==> config.mk <==
export PLATFORM = sky130hd
export DESIGN_NAME = srxeh_top
export DESIGN_NICKNAME = d
export VERILOG_FILES = /design/src/rtl/srxeh_top.v
export VERILOG_INCLUDE_DIRS = /design/src /design/src/rtl
export SDC_FILE = /design/constraint.sdc
export NUM_CORES = 1
export LEC_CHECK = 0
export ABC_AREA = 1
export BUFFER_PORTS_ARGS = -buffer_cell sky130_fd_sc_hd__buf_2
export CORE_ASPECT_RATIO = 1.5
export CORE_MARGIN = 2
export CORE_UTILIZATION = 45
export CTS_CLUSTER_DIAMETER = 80
export DETAILED_ROUTE_END_ITERATION = 16
export GPL_TIMING_DRIVEN = 1
export PLACE_DENSITY = 0.74
export SETUP_SLACK_MARGIN = 0.3
export SLEW_MARGIN = 30
export SYNTH_ARGS = -nofsm -noshare
export SYNTH_HDL_FRONTEND = slang
export SYNTH_SLANG_ARGS = --single-unit
export TNS_END_PERCENT = 5
==> constraint.sdc <==
create_clock -name CLK_I -period 1.7 [get_ports CLK_I]
set_clock_uncertainty 0.1 [all_clocks]
set_input_delay 0.51 -clock CLK_I [delete_from_list [all_inputs] [get_ports CLK_I]]
set_output_delay 0.51 -clock CLK_I [all_outputs]
set_load 0.01 [all_outputs]
==> src/rtl/srxeh_consts.vh <==
// Purpose: constants for the serial receive error handling unit
// Assumes: 40 MHz system clock
// Notes:   macros only, no logic
`ifndef SRXEH_CONSTS_VH
`define SRXEH_CONSTS_VH
// Oversampling ratio and sample point
`define SRXEH_OVERSAMPLE  16
`define SRXEH_SAMPLE_TICK 4'h7
`define SRXEH_TICK_LAST   4'hF
// Default bit-rate divider (system clocks per basic-clock tick)
`define SRXEH_DIV_DEFAULT 16'h0001
// Data bits per frame (last data bit index is this minus one)
`define SRXEH_DATA_BITS   4'h8
// Receive state codes
`define SRXEH_RX_IDLE     3'h0
`define SRXEH_RX_START    3'h1
`define SRXEH_RX_DATA     3'h2
`define SRXEH_RX_PAR      3'h3
`define SRXEH_RX_STOP     3'h4
// Reset values
`define SRXEH_RST_FLAG    1'b0
`define SRXEH_RST_TEMPTY  1'b1
`endif

==> src/rtl/srxeh_top.v <==
// Purpose: serial unit receive path with error flags, transmit pin control
// Assumes: one clock, control and status bits are plain ports
// Notes:   asynchronous mode receives; synchronous mode only gates transmit start
`timescale 1ns/1ps
`include "srxeh_consts.vh"
module srxeh_top #(
    parameter [15:0] DIV = `SRXEH_DIV_DEFAULT
)(
    input  wire       CLK_I,
    input  wire       RST_N_I,
    input  wire       RX_PIN_I,
    input  wire       RECEIVER_ON_I,
    input  wire       TRANSMITTER_ON_I,
    input  wire       SYNC_MODE_I,
    input  wire       PARITY_ON_I,
    input  wire       PARITY_ODD_I,
    input  wire       HOLD_READ_I,
    input  wire       CLEAR_OVERRUN_I,
    input  wire       CLEAR_FRAMING_I,
    input  wire       CLEAR_PARITY_I,
    input  wire       TX_WRITE_I,
    input  wire [7:0] TX_DATA_I,
    input  wire       PORT_DIRECTION_I,
    input  wire       PORT_OUTPUT_VALUE_I,
    output wire [7:0] HOLD_DATA_O,
    output wire       RECEIVE_FULL_FLAG_O,
    output wire       OVERRUN_FLAG_O,
    output wire       FRAMING_ERROR_FLAG_O,
    output wire       PARITY_ERROR_FLAG_O,
    output wire       RECEIVE_ERROR_INTERRUPT_O,
    output wire       TRANSMIT_EMPTY_FLAG_O,
    output wire       TX_PIN_O,
    output wire       TX_PIN_OE_O,
    output wire       RX_BUSY_O
);

    //**************************************************************
    // Pin synchroniser and basic clock
    //**************************************************************
    reg        rx_meta_q;
    reg        rx_sync_q;
    reg        rx_prev_q;
    reg [15:0] div_cnt_q;
    wire       tick = (div_cnt_q == DIV - 16'h0001);

    // Two-stage synchroniser and previous value for edge detection
    always @(posedge CLK_I)
    begin
        if (!RST_N_I)
        begin
            rx_meta_q <= 1'b1;
            rx_sync_q <= 1'b1;
            rx_prev_q <= 1'b1;
        end
        else
        begin
            rx_meta_q <= RX_PIN_I;
            rx_sync_q <= rx_meta_q;
            rx_prev_q <= rx_sync_q;
        end
    end

    always @(posedge CLK_I)
    begin
        if (!RST_N_I || tick)
            div_cnt_q <= 16'h0000;
        else
            div_cnt_q <= div_cnt_q + 16'h0001;
    end

    //**************************************************************
    // Receive state machine
    //**************************************************************
    reg [2:0] st_q;
    reg [3:0] tck_q;
    reg [3:0] bit_q;
    reg [7:0] shift_q;
    reg       par_q;
    reg [7:0] hold_q;
    reg       full_q;
    reg       ovr_q;
    reg       fer_q;
    reg       per_q;
    reg       frame_done;
    reg       fer_now;
    reg       per_now;

    wire sample = tick && (tck_q == `SRXEH_SAMPLE_TICK);
    wire fall   = rx_prev_q && !rx_sync_q;

    // start sync on falling edge, sample at 8th tick
    always @(posedge CLK_I)
    begin
        if (!RST_N_I)
        begin
            st_q    <= `SRXEH_RX_IDLE;
            tck_q   <= 4'h0;
            bit_q   <= 4'h0;
            shift_q <= 8'h00;
            par_q   <= 1'b0;
        end
        else if (!RECEIVER_ON_I || SYNC_MODE_I)
            st_q <= `SRXEH_RX_IDLE;
        else
        begin
            if (tick)
                tck_q <= tck_q + 4'h1;
            case (st_q)
                `SRXEH_RX_IDLE:
                    if (fall)
                    begin
                        st_q  <= `SRXEH_RX_START;
                        tck_q <= 4'h0;
                    end
                `SRXEH_RX_START:
                    if (sample)
                    begin
                        st_q  <= rx_sync_q ? `SRXEH_RX_IDLE : `SRXEH_RX_DATA;
                        bit_q <= 4'h0;
                        par_q <= PARITY_ODD_I;
                    end
                `SRXEH_RX_DATA:
                    if (sample)
                    begin
                        shift_q <= {rx_sync_q, shift_q[7:1]};
                        par_q   <= par_q ^ rx_sync_q;
                        bit_q   <= bit_q + 4'h1;
                        if (bit_q == `SRXEH_DATA_BITS - 4'h1)
                            st_q <= PARITY_ON_I ? `SRXEH_RX_PAR : `SRXEH_RX_STOP;
                    end
                `SRXEH_RX_PAR:
                    if (sample)
                    begin
                        par_q <= par_q ^ rx_sync_q;
                        st_q  <= `SRXEH_RX_STOP;
                    end
                `SRXEH_RX_STOP:
                    // return to idle even on break, keep receiving
                    if (sample)
                        st_q <= `SRXEH_RX_IDLE;
                default:
                    st_q <= `SRXEH_RX_IDLE;
            endcase
        end
    end

    // Frame completion decode
    always @*
    begin
        frame_done = RECEIVER_ON_I && !SYNC_MODE_I && sample && (st_q == `SRXEH_RX_STOP);
        // break gives zero stop bit, framing error
        fer_now    = !rx_sync_q;
        per_now    = PARITY_ON_I && par_q;
    end

    //**************************************************************
    // Holding register and status flags
    //**************************************************************
    // overrun when full flag still set at frame end
    wire ovr_now = frame_done && full_q;

    always @(posedge CLK_I)
    begin
        if (!RST_N_I)
            hold_q <= 8'h00;
        else if (frame_done && !full_q)
            hold_q <= shift_q;
    end

    // full flag: set on error-free load only, read clears
    always @(posedge CLK_I)
    begin
        if (!RST_N_I)
            full_q <= `SRXEH_RST_FLAG;
        else if (frame_done && !full_q && !fer_now && !per_now)
            full_q <= 1'b1;
        else if (HOLD_READ_I)
            full_q <= 1'b0;
    end

    // error flags cleared only by software, set wins over clear
    always @(posedge CLK_I)
    begin
        if (!RST_N_I)
        begin
            ovr_q <= `SRXEH_RST_FLAG;
            fer_q <= `SRXEH_RST_FLAG;
            per_q <= `SRXEH_RST_FLAG;
        end
        else
        begin
            if (ovr_now)
                ovr_q <= 1'b1;
            else if (CLEAR_OVERRUN_I)
                ovr_q <= 1'b0;
            // framing error sets again after clear
            if (frame_done && fer_now)
                fer_q <= 1'b1;
            else if (CLEAR_FRAMING_I)
                fer_q <= 1'b0;
            if (frame_done && per_now)
                per_q <= 1'b1;
            else if (CLEAR_PARITY_I)
                per_q <= 1'b0;
        end
    end

    //**************************************************************
    // Transmit unit
    //**************************************************************
    reg [7:0] tdata_q;
    reg       tempty_q;
    reg [9:0] tshift_q;
    reg [3:0] tbits_q;
    reg [3:0] ttck_q;
    wire      any_err = ovr_q || fer_q || per_q;
    // synchronous mode blocks start while errors stand
    wire      tx_start = TRANSMITTER_ON_I && !tempty_q && (tbits_q == 4'h0)
                         && !(SYNC_MODE_I && any_err);

    // transmitter-off resets transmit unit at once
    always @(posedge CLK_I)
    begin
        if (!RST_N_I || !TRANSMITTER_ON_I)
        begin
            tempty_q <= `SRXEH_RST_TEMPTY;
            tdata_q  <= 8'h00;
            tshift_q <= 10'h3FF;
            tbits_q  <= 4'h0;
            ttck_q   <= 4'h0;
        end
        else
        begin
            if (TX_WRITE_I)
            begin
                tdata_q  <= TX_DATA_I;
                tempty_q <= 1'b0;
            end
            else if (tx_start)
                tempty_q <= 1'b1;
            if (tx_start)
            begin
                tshift_q <= {1'b1, tdata_q, 1'b0};
                tbits_q  <= 4'hA;
                ttck_q   <= 4'h0;
            end
            else if (tick && tbits_q != 4'h0)
            begin
                ttck_q <= ttck_q + 4'h1;
                if (ttck_q == `SRXEH_TICK_LAST)
                begin
                    tshift_q <= {1'b1, tshift_q[9:1]};
                    tbits_q  <= tbits_q - 4'h1;
                end
            end
        end
    end

    //**************************************************************
    // Outputs
    //**************************************************************
    // no serial clock pin driven here, so no switch glitch
    // pin from port settings while transmitter off
    assign TX_PIN_O    = TRANSMITTER_ON_I ? tshift_q[0] : PORT_OUTPUT_VALUE_I;
    assign TX_PIN_OE_O = TRANSMITTER_ON_I ? 1'b1 : PORT_DIRECTION_I;
    assign RECEIVE_ERROR_INTERRUPT_O = any_err;
    assign HOLD_DATA_O           = hold_q;
    assign RECEIVE_FULL_FLAG_O   = full_q;
    assign OVERRUN_FLAG_O        = ovr_q;
    assign FRAMING_ERROR_FLAG_O  = fer_q;
    assign PARITY_ERROR_FLAG_O   = per_q;
    assign TRANSMIT_EMPTY_FLAG_O = tempty_q;
    assign RX_BUSY_O             = (st_q != `SRXEH_RX_IDLE);

endmodule

==> results of run 1 <==
## layer usage
layer | up-vias | track usage, % | routed length [um]
met5 | - | 0 | 0
met1 | 1692 | 20.7 | 3450
met4 | 0 | 11.1 | 239
met2 | 76 | 37.8 | 4820
met3 | 23 | 4.45 | 348
li1 | 1884 | - | -
## how the worst min path moves through the flow
| stage | from | to | cells past startpoint | slack (ps) |
|---|---|---|---|---|
| after floorplan | rx_meta_q | rx_sync_q | 1 | 290 |
| after global placement | rx_meta_q | rx_sync_q | 1 | 300 |
| after detailed placement | rx_meta_q | rx_sync_q | 1 | 300 |
| after CTS | CLEAR_FRAMING_I | FRAMING_ERROR_FLAG_O | 2 | 250 |
| after global routing | RX_PIN_I | rx_meta_q | 2 | 260 |
| final | RX_PIN_I | rx_meta_q | 2 | 260 |
## cell families (layout without fill, tap and decap cells)
group           Yosys count  after routing  synth area share, %
simple gates            289            290                 35.7
buf+inv                  92            165                 9.39
compound gates           79             79                 11.4
flops                    77             77                 40.2
fa+ha+maj                 6              6                 1.96
xor+xnor                  5              5                 1.14
mux                       1              1                0.261
## flip-flops by register name, indices dropped and copies added, names as in the netlist
name                   cells
OVERRUN_FLAG_O             1
PARITY_ERROR_FLAG_O        1
rx_sync_q                  1
FRAMING_ERROR_FLAG_O       1
shift_q                    8
TRANSMIT_EMPTY_FLAG_O      1
tshift_q                   9
tbits_q                    4
tdata_q                    8
HOLD_DATA_O                8
rx_prev_q                  1
par_q                      1
tck_q                      4
ttck_q                     4
rx_meta_q                  1
div_cnt_q                 16
bit_q                      4
st_q                       3
RECEIVE_FULL_FLAG_O        1
## metrics by stage
step | TNS, ps | std cells | setup WS, ps | instance area [um2] | hold WS [ps]
final | -48.4 | 730 | -21.8 | 5050 | 261
after CTS | -33.0 | 724 | -33.0 | 4970 | 251
after floorplan | 0 | 549 | 178 | 3880 | 293
after global routing | -2840 | 730 | -162 | 5050 | 261
after global placement | -138 | 703 | -18.6 | 4300 | 299
after detailed placement | -474 | 703 | -74.2 | 4300 | 301
## cells in the final DEF (no fill, tap or decap), types with 2 or more instances in the layout
| master | n |
|---|---|
| a21oi_1 | 38 |
| a21oi_2 | 11 |
| buf_2 | 27 |
| buf_4 | 25 |
| buf_6 | 17 |
| clkbuf_16 | 9 |
| clkinv_2 | 3 |
| clkinv_4 | 2 |
| dfxtp_1 | 56 |
| dfxtp_2 | 18 |
| dfxtp_4 | 3 |
| ha_1 | 2 |
| ha_4 | 3 |
| inv_1 | 68 |
| inv_2 | 10 |
| inv_4 | 2 |
| nand2_1 | 114 |
| nand2_2 | 12 |
| nand2_4 | 7 |
| nand2_8 | 2 |
| nand3_1 | 23 |
| nand3_2 | 10 |
| nand3_4 | 4 |
| nand4_1 | 15 |
| nor2_1 | 65 |
| nor2_2 | 12 |
| nor2_4 | 10 |
| nor2_8 | 2 |
| nor3_1 | 3 |
| o21a_1 | 4 |
| o21ai_0 | 9 |
| o21ai_1 | 4 |
| o21ai_2 | 7 |
| or2_2 | 6 |
| or2_4 | 2 |
| xor2_1 | 5 |
## Yosys cell counts (all sizes together)
library cell	count
nand2	134
nor2	89
inv	80
dfxtp	77
a21oi	49
nand3	37
o21ai	21
nand4	15
or2	8
buf	6
clkbuf	6
ha	6
xor2	5
nor3	4
o21a	4
a22oi	2
a21boi	1
mux2i	1
nor3b	1
nor4	1
o211ai	1
o32ai	1
## final cells by class
class	count	area (um2)
Fill cell	730	3310
Tap cell	107	134
Sequential cell	77	1580
Multi-Input combinational cell	381	2260
Clock buffer	10	229
Inverter	80	305
Timing Repair Buffer	69	514
Clock inverter	6	40.0
## power groups by stage
stage | Combinational, mW | Sequential, mW | Clock [mW]
CTS | 0.231 | 1.83 | 1.77
global route | 0.255 | 1.83 | 1.83
floorplan | 0.124 | 1.87 | 0
finish | 0.233 | 1.83 | 1.74
detailed placement | 0.200 | 1.87 | 0
global placement | 0.197 | 1.87 | 0
## what timing repair did
action                                  4_1_cts  5_1_grt
pin swaps                                    83       43
cloned                                        1        1
resized for setup                           118       14
endpoints found under the setup margin       83       81
buffers inserted                              4        5
==> impl_metrics.json, run 1 <==
{
  "status": "finished with violations",
  "violations": "setup timing",
  "first_iter_violations": 138,
  "ys_seq_area_share_pct": 40.2,
  "clk_pin_slew_ps": 60,
  "crit_start": "div_cnt_q[0]",
  "num-nets-final": 647,
  "combPwrFrac_pct": 6.1,
  "finalCriticalPeriod_ps": 1720,
  "clkPwrFrac_pct": 45.7,
  "path_buf_inv": 3,
  "numPortBuffers": 39,
  "critPathMaxFanout": 5,
  "die_area_um2": 9300,
  "ir_drop_uv": 594,
  "reg2reg_to": "HOLD_DATA_O[5]",
  "seqPwrFrac_pct": 48.2,
  "start_kind": "register",
  "path_cells": "inv_4 > ha_4 > inv_2 > nor2_2 > nand2_1 > nor2_2 > nand3_2 > nor2_4 > buf_6 > nand4_1 > nand2_1 > nor2_1",
  "vias": 3675,
  "route.detailed.drc": 0,
  "detailed_place_hpwl_um": 6160,
  "synth_area_leader_cell": "dfxtp_1",
  "reg2reg_slack_ps": -20,
  "initial_core_util_pct": 45.9,
  "clockBufferDepth": 2,
  "min_period_over_period_pct": 101,
  "core-area_um2": 8360,
  "power_mw": 3.80,
  "worst_path_largest_cell_delay_ps": 360,
  "grt_antenna_before_repair": 0,
  "drive_gt1_share_pct": 33.9,
  "arrival_ps": 1860,
  "fin_util_pct": 60.5,
  "wl_per_cell_um": 12.1,
  "slowest_stage": "dfxtp_4",
  "drv_cap": 0,
  "p_leak_nw": 2.13,
  "ant_nets": 0,
  "diodes": 0,
  "cts_tree": "yes",
  "rsz0062_at_grt": "true",
  "cpLargestDelayFamily": "simple AND/OR/NAND/NOR gates",
  "die_h_um": 117,
  "hold_viol_final": 0,
  "clk_latency_ps": 340,
  "synth_area_um2": 3840,
  "drt-pass1-iter-count": 4,
  "grt_max_degree": 20,
  "first_global_vias": 3482,
  "cts.sinks": 77,
  "internal_power_mw": 2.90,
  "grt_usage_pct": 20.2,
  "wl_um": 8860,
  "synth_seq_cells": 77,
  "crit_path_end": "HOLD_DATA_O[5]",
  "p_per_area_nw_per_um2": 752,
  "die_w_um": 79.4,
  "synth_cell_types": 36,
  "fin_ws_ps": -21.8,
  "finalSetupViolations": 6,
  "htreeDepth": 3,
  "grt_pass1_wl_um": 14800,
  "root_buffer": "clkbuf_16",
  "syn-num-nets": 578,
  "via_per_inst": 5.03,
  "slew_headroom_pct": 66.6,
  "worst_hold_path_type": "primary input to register",
  "ys_warn_count": 0,
  "r2r_cells": 12,
  "cp_num_cells": 12,
  "synth_top_area_share_pct": 40.2,
  "endpoint_kind": "register",
  "rows": 41,
  "fmax_mhz": 581,
  "area_growth_pct": 31.7,
  "critical_path_required_ps": 1840,
  "hold_buffers": 0,
  "postSynthAreaPerCell_um2": 6.99,
  "synth.area.top_cells": "dfxtp_1 (40%), nand2_1 (12%), inv_1 (7.7%)",
  "worstSetupPathType": "register to register",
  "io_pins": 40,
  "finalMaxSlewViolations": 0,
  "p_sw_mw": 0.901,
  "worst_slew_pin_slew_ps": 501,
  "gp_congestion": 0.916,
  "synthCells": 549,
  "grt_overflow_total": 0,
  "cts_made_buffers": 9,
  "r2r_start": "div_cnt_q[0]",
  "switching_share_pct": 23.7
}
No activity file was read; power rests on OpenSTA's default activity.
==> run 2: changes to the inputs <==
--- a/config.mk
+++ b/config.mk
@@ -15,6 +15,7 @@
 export DETAILED_ROUTE_END_ITERATION = 16
 export GPL_TIMING_DRIVEN = 1
 export PLACE_DENSITY = 0.74
+export RECOVER_POWER = 100
 export SETUP_SLACK_MARGIN = 0.3
 export SLEW_MARGIN = 30
 export SYNTH_ARGS = -nofsm -noshare
==> run 2 against run 1 <==
- the flow still finishes with violations (setup timing)
- register-to-register slack barely moved
- largest cell class unchanged
- die area did not move
- total power barely moved
- routed wire length rose by 0.61%
- highest routed layer unchanged
- sequential power barely moved
- sequential share of layout area barely moved
==> impl_metrics.json, run 2 (synthesis gave the netlist of run 1 again) <==
{
  "status": "finished with violations",
  "violations": "setup timing",
  "vias": 3691,
  "worst_slew_pin_slew_ps": 511,
  "whs_path_depth": 2,
  "min_from": "RX_PIN_I",
  "finalSetupViolations": 6,
  "detailed_place_hpwl_um": 6160,
  "cts.sinks": 77,
  "cpLargestDelayFamily": "simple AND/OR/NAND/NOR gates",
  "grt_max_degree": 20,
  "num-nets-final": 647,
  "path_buf_inv": 3,
  "core-area_um2": 8360,
  "die_area_um2": 9300,
  "min_period_over_period_pct": 101,
  "htreeDepth": 3,
  "io_pins": 40,
  "rows": 41,
  "finalCriticalPeriod_ps": 1720,
  "critPathMaxFanout": 5,
  "clk_pin_slew_ps": 60,
  "grt_usage_pct": 20.2,
  "r2r_cells": 12,
  "clk_latency_ps": 340,
  "power_mw": 3.80,
  "worst_hold_path_type": "primary input to register",
  "diodes": 0,
  "die_h_um": 117,
  "layout_commonest_cell": "nand2_1",
  "area_growth_pct": 30.5,
  "top_regs": "div_cnt_q (16), tshift_q (9)",
  "largest_reg_flops": 16,
  "first_iter_violations": 153,
  "slowest_stage": "dfxtp_4",
  "finalInstanceArea_um2": 5010,
  "root_buffer": "clkbuf_16",
  "reg2reg_slack_ps": -20,
  "worstSetupPathType": "register to register",
  "cp_num_cells": 12,
  "endpoint_kind": "register",
  "clockBufferDepth": 2,
  "start_kind": "register",
  "ant_nets": 0,
  "via_per_inst": 5.06,
  "p_per_area_nw_per_um2": 758,
  "grt.met1_usage_pct": 20.7,
  "worst_path_largest_cell_delay_ps": 360,
  "nFillCells": 745,
  "arrival_ps": 1860,
  "path_cells": "inv_4 > ha_4 > inv_2 > nor2_2 > nand2_1 > nor2_2 > nand3_2 > nor2_4 > buf_6 > nand4_1 > nand2_1 > nor2_1",
  "numPortBuffers": 39,
  "whs_endpoint": "rx_meta_q",
  "final_cell_mix": "nand2_1 (115), inv_1 (68), dfxtp_1 (65), nor2_1 (65), a21oi_1 (38)",
  "drt-pass1-iter-count": 4,
  "top_usage_layer": "met2",
  "dp_cells": 703,
  "grt_pass1_wl_um": 14800,
  "p_leak_nw": 2.09,
  "use_met2_pct": 37.8,
  "first_global_vias": 3482,
  "cts_tree": "yes",
  "rsz0062_at_grt": "true",
  "die_w_um": 79.4,
  "cts_made_buffers": 9,
  "wl_um": 8910,
  "initial_core_util_pct": 45.9,
  "route.detailed.drc": 0,
  "ir_drop_uv": 589,
  "r2r_start": "div_cnt_q[0]",
  "slew_headroom_pct": 65.9,
  "finalMaxSlewViolations": 0,
  "dpl_cell_area_um2": 4300,
  "final-instance-count-excl-fill": 730,
  "gp_congestion": 0.916,
  "gr-usage-met3_pct": 4.45,
  "drive_gt1_share_pct": 31.1,
  "grt_overflow_total": 0,
  "fmax_mhz": 580,
  "hold_viol_final": 0,
  "fin_ws_ps": -24.7,
  "critical_path_required_ps": 1840,
  "grt_antenna_before_repair": 0,
  "reg2reg_to": "HOLD_DATA_O[5]",
  "wl_per_cell_um": 12.2,
  "drv_cap": 0,
  "largest_register": "div_cnt_q"
}
-- run 2: cell count changes in the layout (fill, tap and decap cells not counted), sizes merged --
cell    delta
clkbuf     +8
buf        -8
-- run 2: worst max path at each step --
stage | start | endpoint | slack [ps]
floorplan | tbits_q[1] | tshift_q[1] | 180
finish | div_cnt_q[0] | HOLD_DATA_O[5] | -20
detailed placement | SYNC_MODE_I | shift_q[5] | -70
CTS | st_q[0] | RX_BUSY_O | -30
global placement | SYNC_MODE_I | shift_q[2] | -20
global route | div_cnt_q[0] | shift_q[3] | -160
-- run 2: final cells by class --
cell class	instances	area, um2	area share [%]
multi-input cells	381	2240	44.8
repair buffers	69	497	9.91
clock buffers	10	229	4.57
well taps	107	134	2.67
inverters	80	305	6.09
clock inverters	6	40.0	0.799
flip-flops and latches	77	1560	31.2
-- run 2: layer usage --
| metal | wire length, um | vias up |
|---|---|---|
| met1 | 3470 | 1694 |
| li1 | - | 1884 |
| met5 | 0 | - |
| met4 | 243 | 0 |
| met3 | 376 | 23 |
| met2 | 4820 | 90 |
-- run 2: timing repair --
item                                    4_1_cts  5_1_grt
resized for setup                           118       14
buffers inserted                              4        5
pin swaps                                    83       43
gates cloned                                  1        1
endpoints found under the setup margin       83       81
hold buffers                                  0        0
-- run 2: per-stage QoR --
| stage | setup TNS, ps | util [%] | setup WS [ps] | hold WS (ps) |
|---|---|---|---|---|
| floorplan | 0 | - | 178 | 293 |
| global placement | -138 | 51.4 | -18.6 | 299 |
| detailed placement | -474 | 51.4 | -74.2 | 301 |
| CTS | -33.0 | 59.4 | -33.0 | 251 |
| global route | -3270 | 59.9 | -162 | 261 |
| finish | -55.3 | 59.9 | -24.7 | 260 |
-- run 2: power breakdown --
part / internal [mW] / total [mW] / leakage (nW) / switching (mW)
Clock: 0.984 / 1.74 / 0.132 / 0.752
Combinational: 0.0961 / 0.231 / 1.33 / 0.134
Sequential: 1.82 / 1.83 / 0.628 / 0.0129
Total: 2.90 / 3.80 / 2.09 / 0.899
-- run 2: worst reg2reg max path: stages, from the launching register on --
cell	delay, ps
dfxtp_4	360
inv_4	60
ha_4	140
inv_2	40
nor2_2	70
nand2_1	70
nor2_2	140
nand3_2	110
nor2_4	180
buf_6	140
nand4_1	80
nand2_1	110
nor2_1	40
==> run 3: changes to the inputs <==
--- a/config.mk
+++ b/config.mk
@@ -9,13 +9,13 @@
 export ABC_AREA = 1
 export BUFFER_PORTS_ARGS = -buffer_cell sky130_fd_sc_hd__buf_2
 export CORE_ASPECT_RATIO = 1.5
-export CORE_MARGIN = 2
-export CORE_UTILIZATION = 45
+export CORE_UTILIZATION = 53
 export CTS_CLUSTER_DIAMETER = 80
 export DETAILED_ROUTE_END_ITERATION = 16
 export GPL_TIMING_DRIVEN = 1
-export PLACE_DENSITY = 0.74
+export PLACE_DENSITY = 0.84
 export RECOVER_POWER = 100
+export REMOVE_ABC_BUFFERS = 1
 export SETUP_SLACK_MARGIN = 0.3
 export SLEW_MARGIN = 30
 export SYNTH_ARGS = -nofsm -noshare
==> run 3 against run 2 <==
- the flow still finishes with violations (setup timing)
- critical endpoint is now RX_BUSY_O
- register-to-register slack got worse by 20 ps
- flip-flop and latch count unchanged
- first-iteration DRC count increased by 99%
- largest cell class unchanged
- critical path type is now register to output pin
==> impl_metrics.json, run 3 (synthesis gave the netlist of run 1 again) <==
{
  "route.detailed.drc": 0,
  "grt_antenna_before_repair": 0,
  "die_area_um2": 7590,
  "worst_slew_pin_slew_ps": 567,
  "r2r_start": "div_cnt_q[10]",
  "area_growth_pct": 35.0,
  "start_kind": "register",
  "core-area_um2": 6940,
  "htreeDepth": 3,
  "switching_share_pct": 25.1,
  "reg2reg_to": "tck_q[1]",
  "first_global_vias": 4103,
  "drive_gt1_share_pct": 38.7,
  "largest_reg_flops": 16,
  "nFillCells": 447,
  "whs_path_depth": 2,
  "p_per_area_nw_per_um2": 671,
  "grt_max_degree": 14,
  "slew_headroom_pct": 62.2,
  "num-nets-final": 663,
  "vias": 4060,
  "final_cell_mix": "nand2_1 (101), inv_1 (66), dfxtp_1 (61), nor2_1 (56), a21oi_1 (30)",
  "gp_congestion": 0.860,
  "p_sw_mw": 0.873,
  "rsz0062_at_grt": "true",
  "dp_cells": 689,
  "holdWs_ps": 235,
  "ir_drop_uv": 571,
  "clk_pin_slew_ps": 80,
  "wl_per_cell_um": 15.6,
  "final-instance-count-excl-fill": 717,
  "clk_latency_ps": 360,
  "drt-pass1-iter-count": 5,
  "fin_util_pct": 74.6,
  "worst_path_largest_cell_delay_ps": 360,
  "whs_endpoint": "rx_meta_q",
  "cts.sinks": 77,
  "worst_hold_path_type": "primary input to register",
  "root_buffer": "clkbuf_8",
  "cts_made_buffers": 9,
  "grt_usage_pct": 29.9,
  "cts_tree": "yes",
  "path_cells": "nor2_4 > inv_2 > nor2_2 > inv_1 > buf_2",
  "seqPwrFrac_pct": 52.7,
  "endpoint_kind": "output pin",
  "finalMaxSlewViolations": 0,
  "io_pins": 40,
  "critPathMaxFanout": 2,
  "combPwrFrac_pct": 7.5,
  "arrival_ps": 1180,
  "diodes": 0,
  "internal_power_mw": 2.60,
  "clockBufferDepth": 2,
  "min_from": "RX_PIN_I",
  "finalCriticalPeriod_ps": 1790,
  "fmax_mhz": 560,
  "hold_viol_final": 0,
  "clkPwrFrac_pct": 39.7,
  "fin_ws_ps": -85.5,
  "slowest_stage": "dfxtp_4",
  "status": "finished with violations",
  "detailed_place_hpwl_um": 6300,
  "violations": "setup timing",
  "r2r_cells": 9,
  "min_period_over_period_pct": 105,
  "grt_pass1_wl_um": 17700,
  "numPortBuffers": 39,
  "wl_um": 11200,
  "via_per_inst": 5.66,
  "initial_core_util_pct": 55.3,
  "first_iter_violations": 305,
  "largest_register": "div_cnt_q",
  "worstSetupPathType": "register to output pin",
  "reg2reg_slack_ps": -40,
  "grt_overflow_total": 0,
  "layout_commonest_cell": "nand2_1",
  "top_regs": "div_cnt_q (16), tshift_q (9)",
  "finalSetupViolations": 10,
  "die_h_um": 106,
  "p_leak_nw": 2.16,
  "ant_nets": 0,
  "rows": 37,
  "critical_path_required_ps": 1090,
  "die_w_um": 71.5,
  "drv_cap": 0
}
==> run 3: area by class of cell <==
class | instances | area, um2 | area share (%)
Sequential cell | 77 | 1560 | 30.2
Tap cell | 78 | 97.6 | 1.88
Multi-Input combinational cell | 381 | 2350 | 45.3
Timing Repair Buffer | 85 | 679 | 13.1
Clock inverter | 6 | 63.8 | 1.23
Clock buffer | 10 | 128 | 2.46
Inverter | 80 | 303 | 5.84
==> run 3: repair_timing <==
| action | 4_1_cts | 5_1_grt |
|---|---|---|
| resized for setup | 177 | 42 |
| pin swaps | 120 | 60 |
| buffers inserted | 8 | 2 |
| hold buffers | 0 | 0 |
| setup endpoints to repair | 83 | 86 |
| gates cloned | 1 | 1 |
==> run 3: worst max path at each step <==
stage | from | end | slack, ps | depth (start not counted)
after CTS | st_q[0] | RX_BUSY_O | -100 | 5
final | st_q[1] | RX_BUSY_O | -90 | 5
after global routing | div_cnt_q[10] | tck_q[1] | -180 | 9
after floorplan | div_cnt_q[0] | shift_q[0] | -180 | 11
after detailed placement | RECEIVER_ON_I | tck_q[0] | -180 | 9
after global placement | SYNC_MODE_I | HOLD_DATA_O[0] | -70 | 9
==> run 3: critical path, delay by kind of cell (launching register included) <==
kind / cells / cell delay (ps)
AND/OR/NAND/NOR: 2 / 220
buffers and inverters: 3 / 230
flip-flops: 1 / 360
==> run 3: power by group through the flow <==
stage / logic (mW) / clock network [mW] / registers (mW)
floorplan: 0.113 / 0 / 1.87
global placement: 0.198 / 0 / 1.87
detailed placement: 0.206 / 0 / 1.87
CTS: 0.244 / 1.39 / 1.83
global route: 0.283 / 1.48 / 1.83
finish: 0.262 / 1.38 / 1.83
==> run 3: per-stage QoR <==
stage | power, mW | worst slack, ps | TNS, ps | instance area, um2
after detailed placement | 2.08 | -175 | -2690 | 4330
after CTS | 3.47 | -101 | -101 | 5160
after global routing | 3.60 | -176 | -3750 | 5180
final | 3.48 | -85.5 | -267 | 5180
after floorplan | 1.98 | -176 | -1500 | 3780
after global placement | 2.07 | -72.2 | -1230 | 4330
==> run 3: per-layer routing <==
layer | up-vias | GRT usage [%] | share of wire (%) | routed length, um
li1 | 1909 | - | - | -
met1 | 1890 | 27.3 | 36 | 3980
met2 | 202 | 57.1 | 54 | 6080
met3 | 59 | 6.73 | 4.9 | 548
met4 | 0 | 19.7 | 5.3 | 590
met5 | - | 0 | 0 | 0
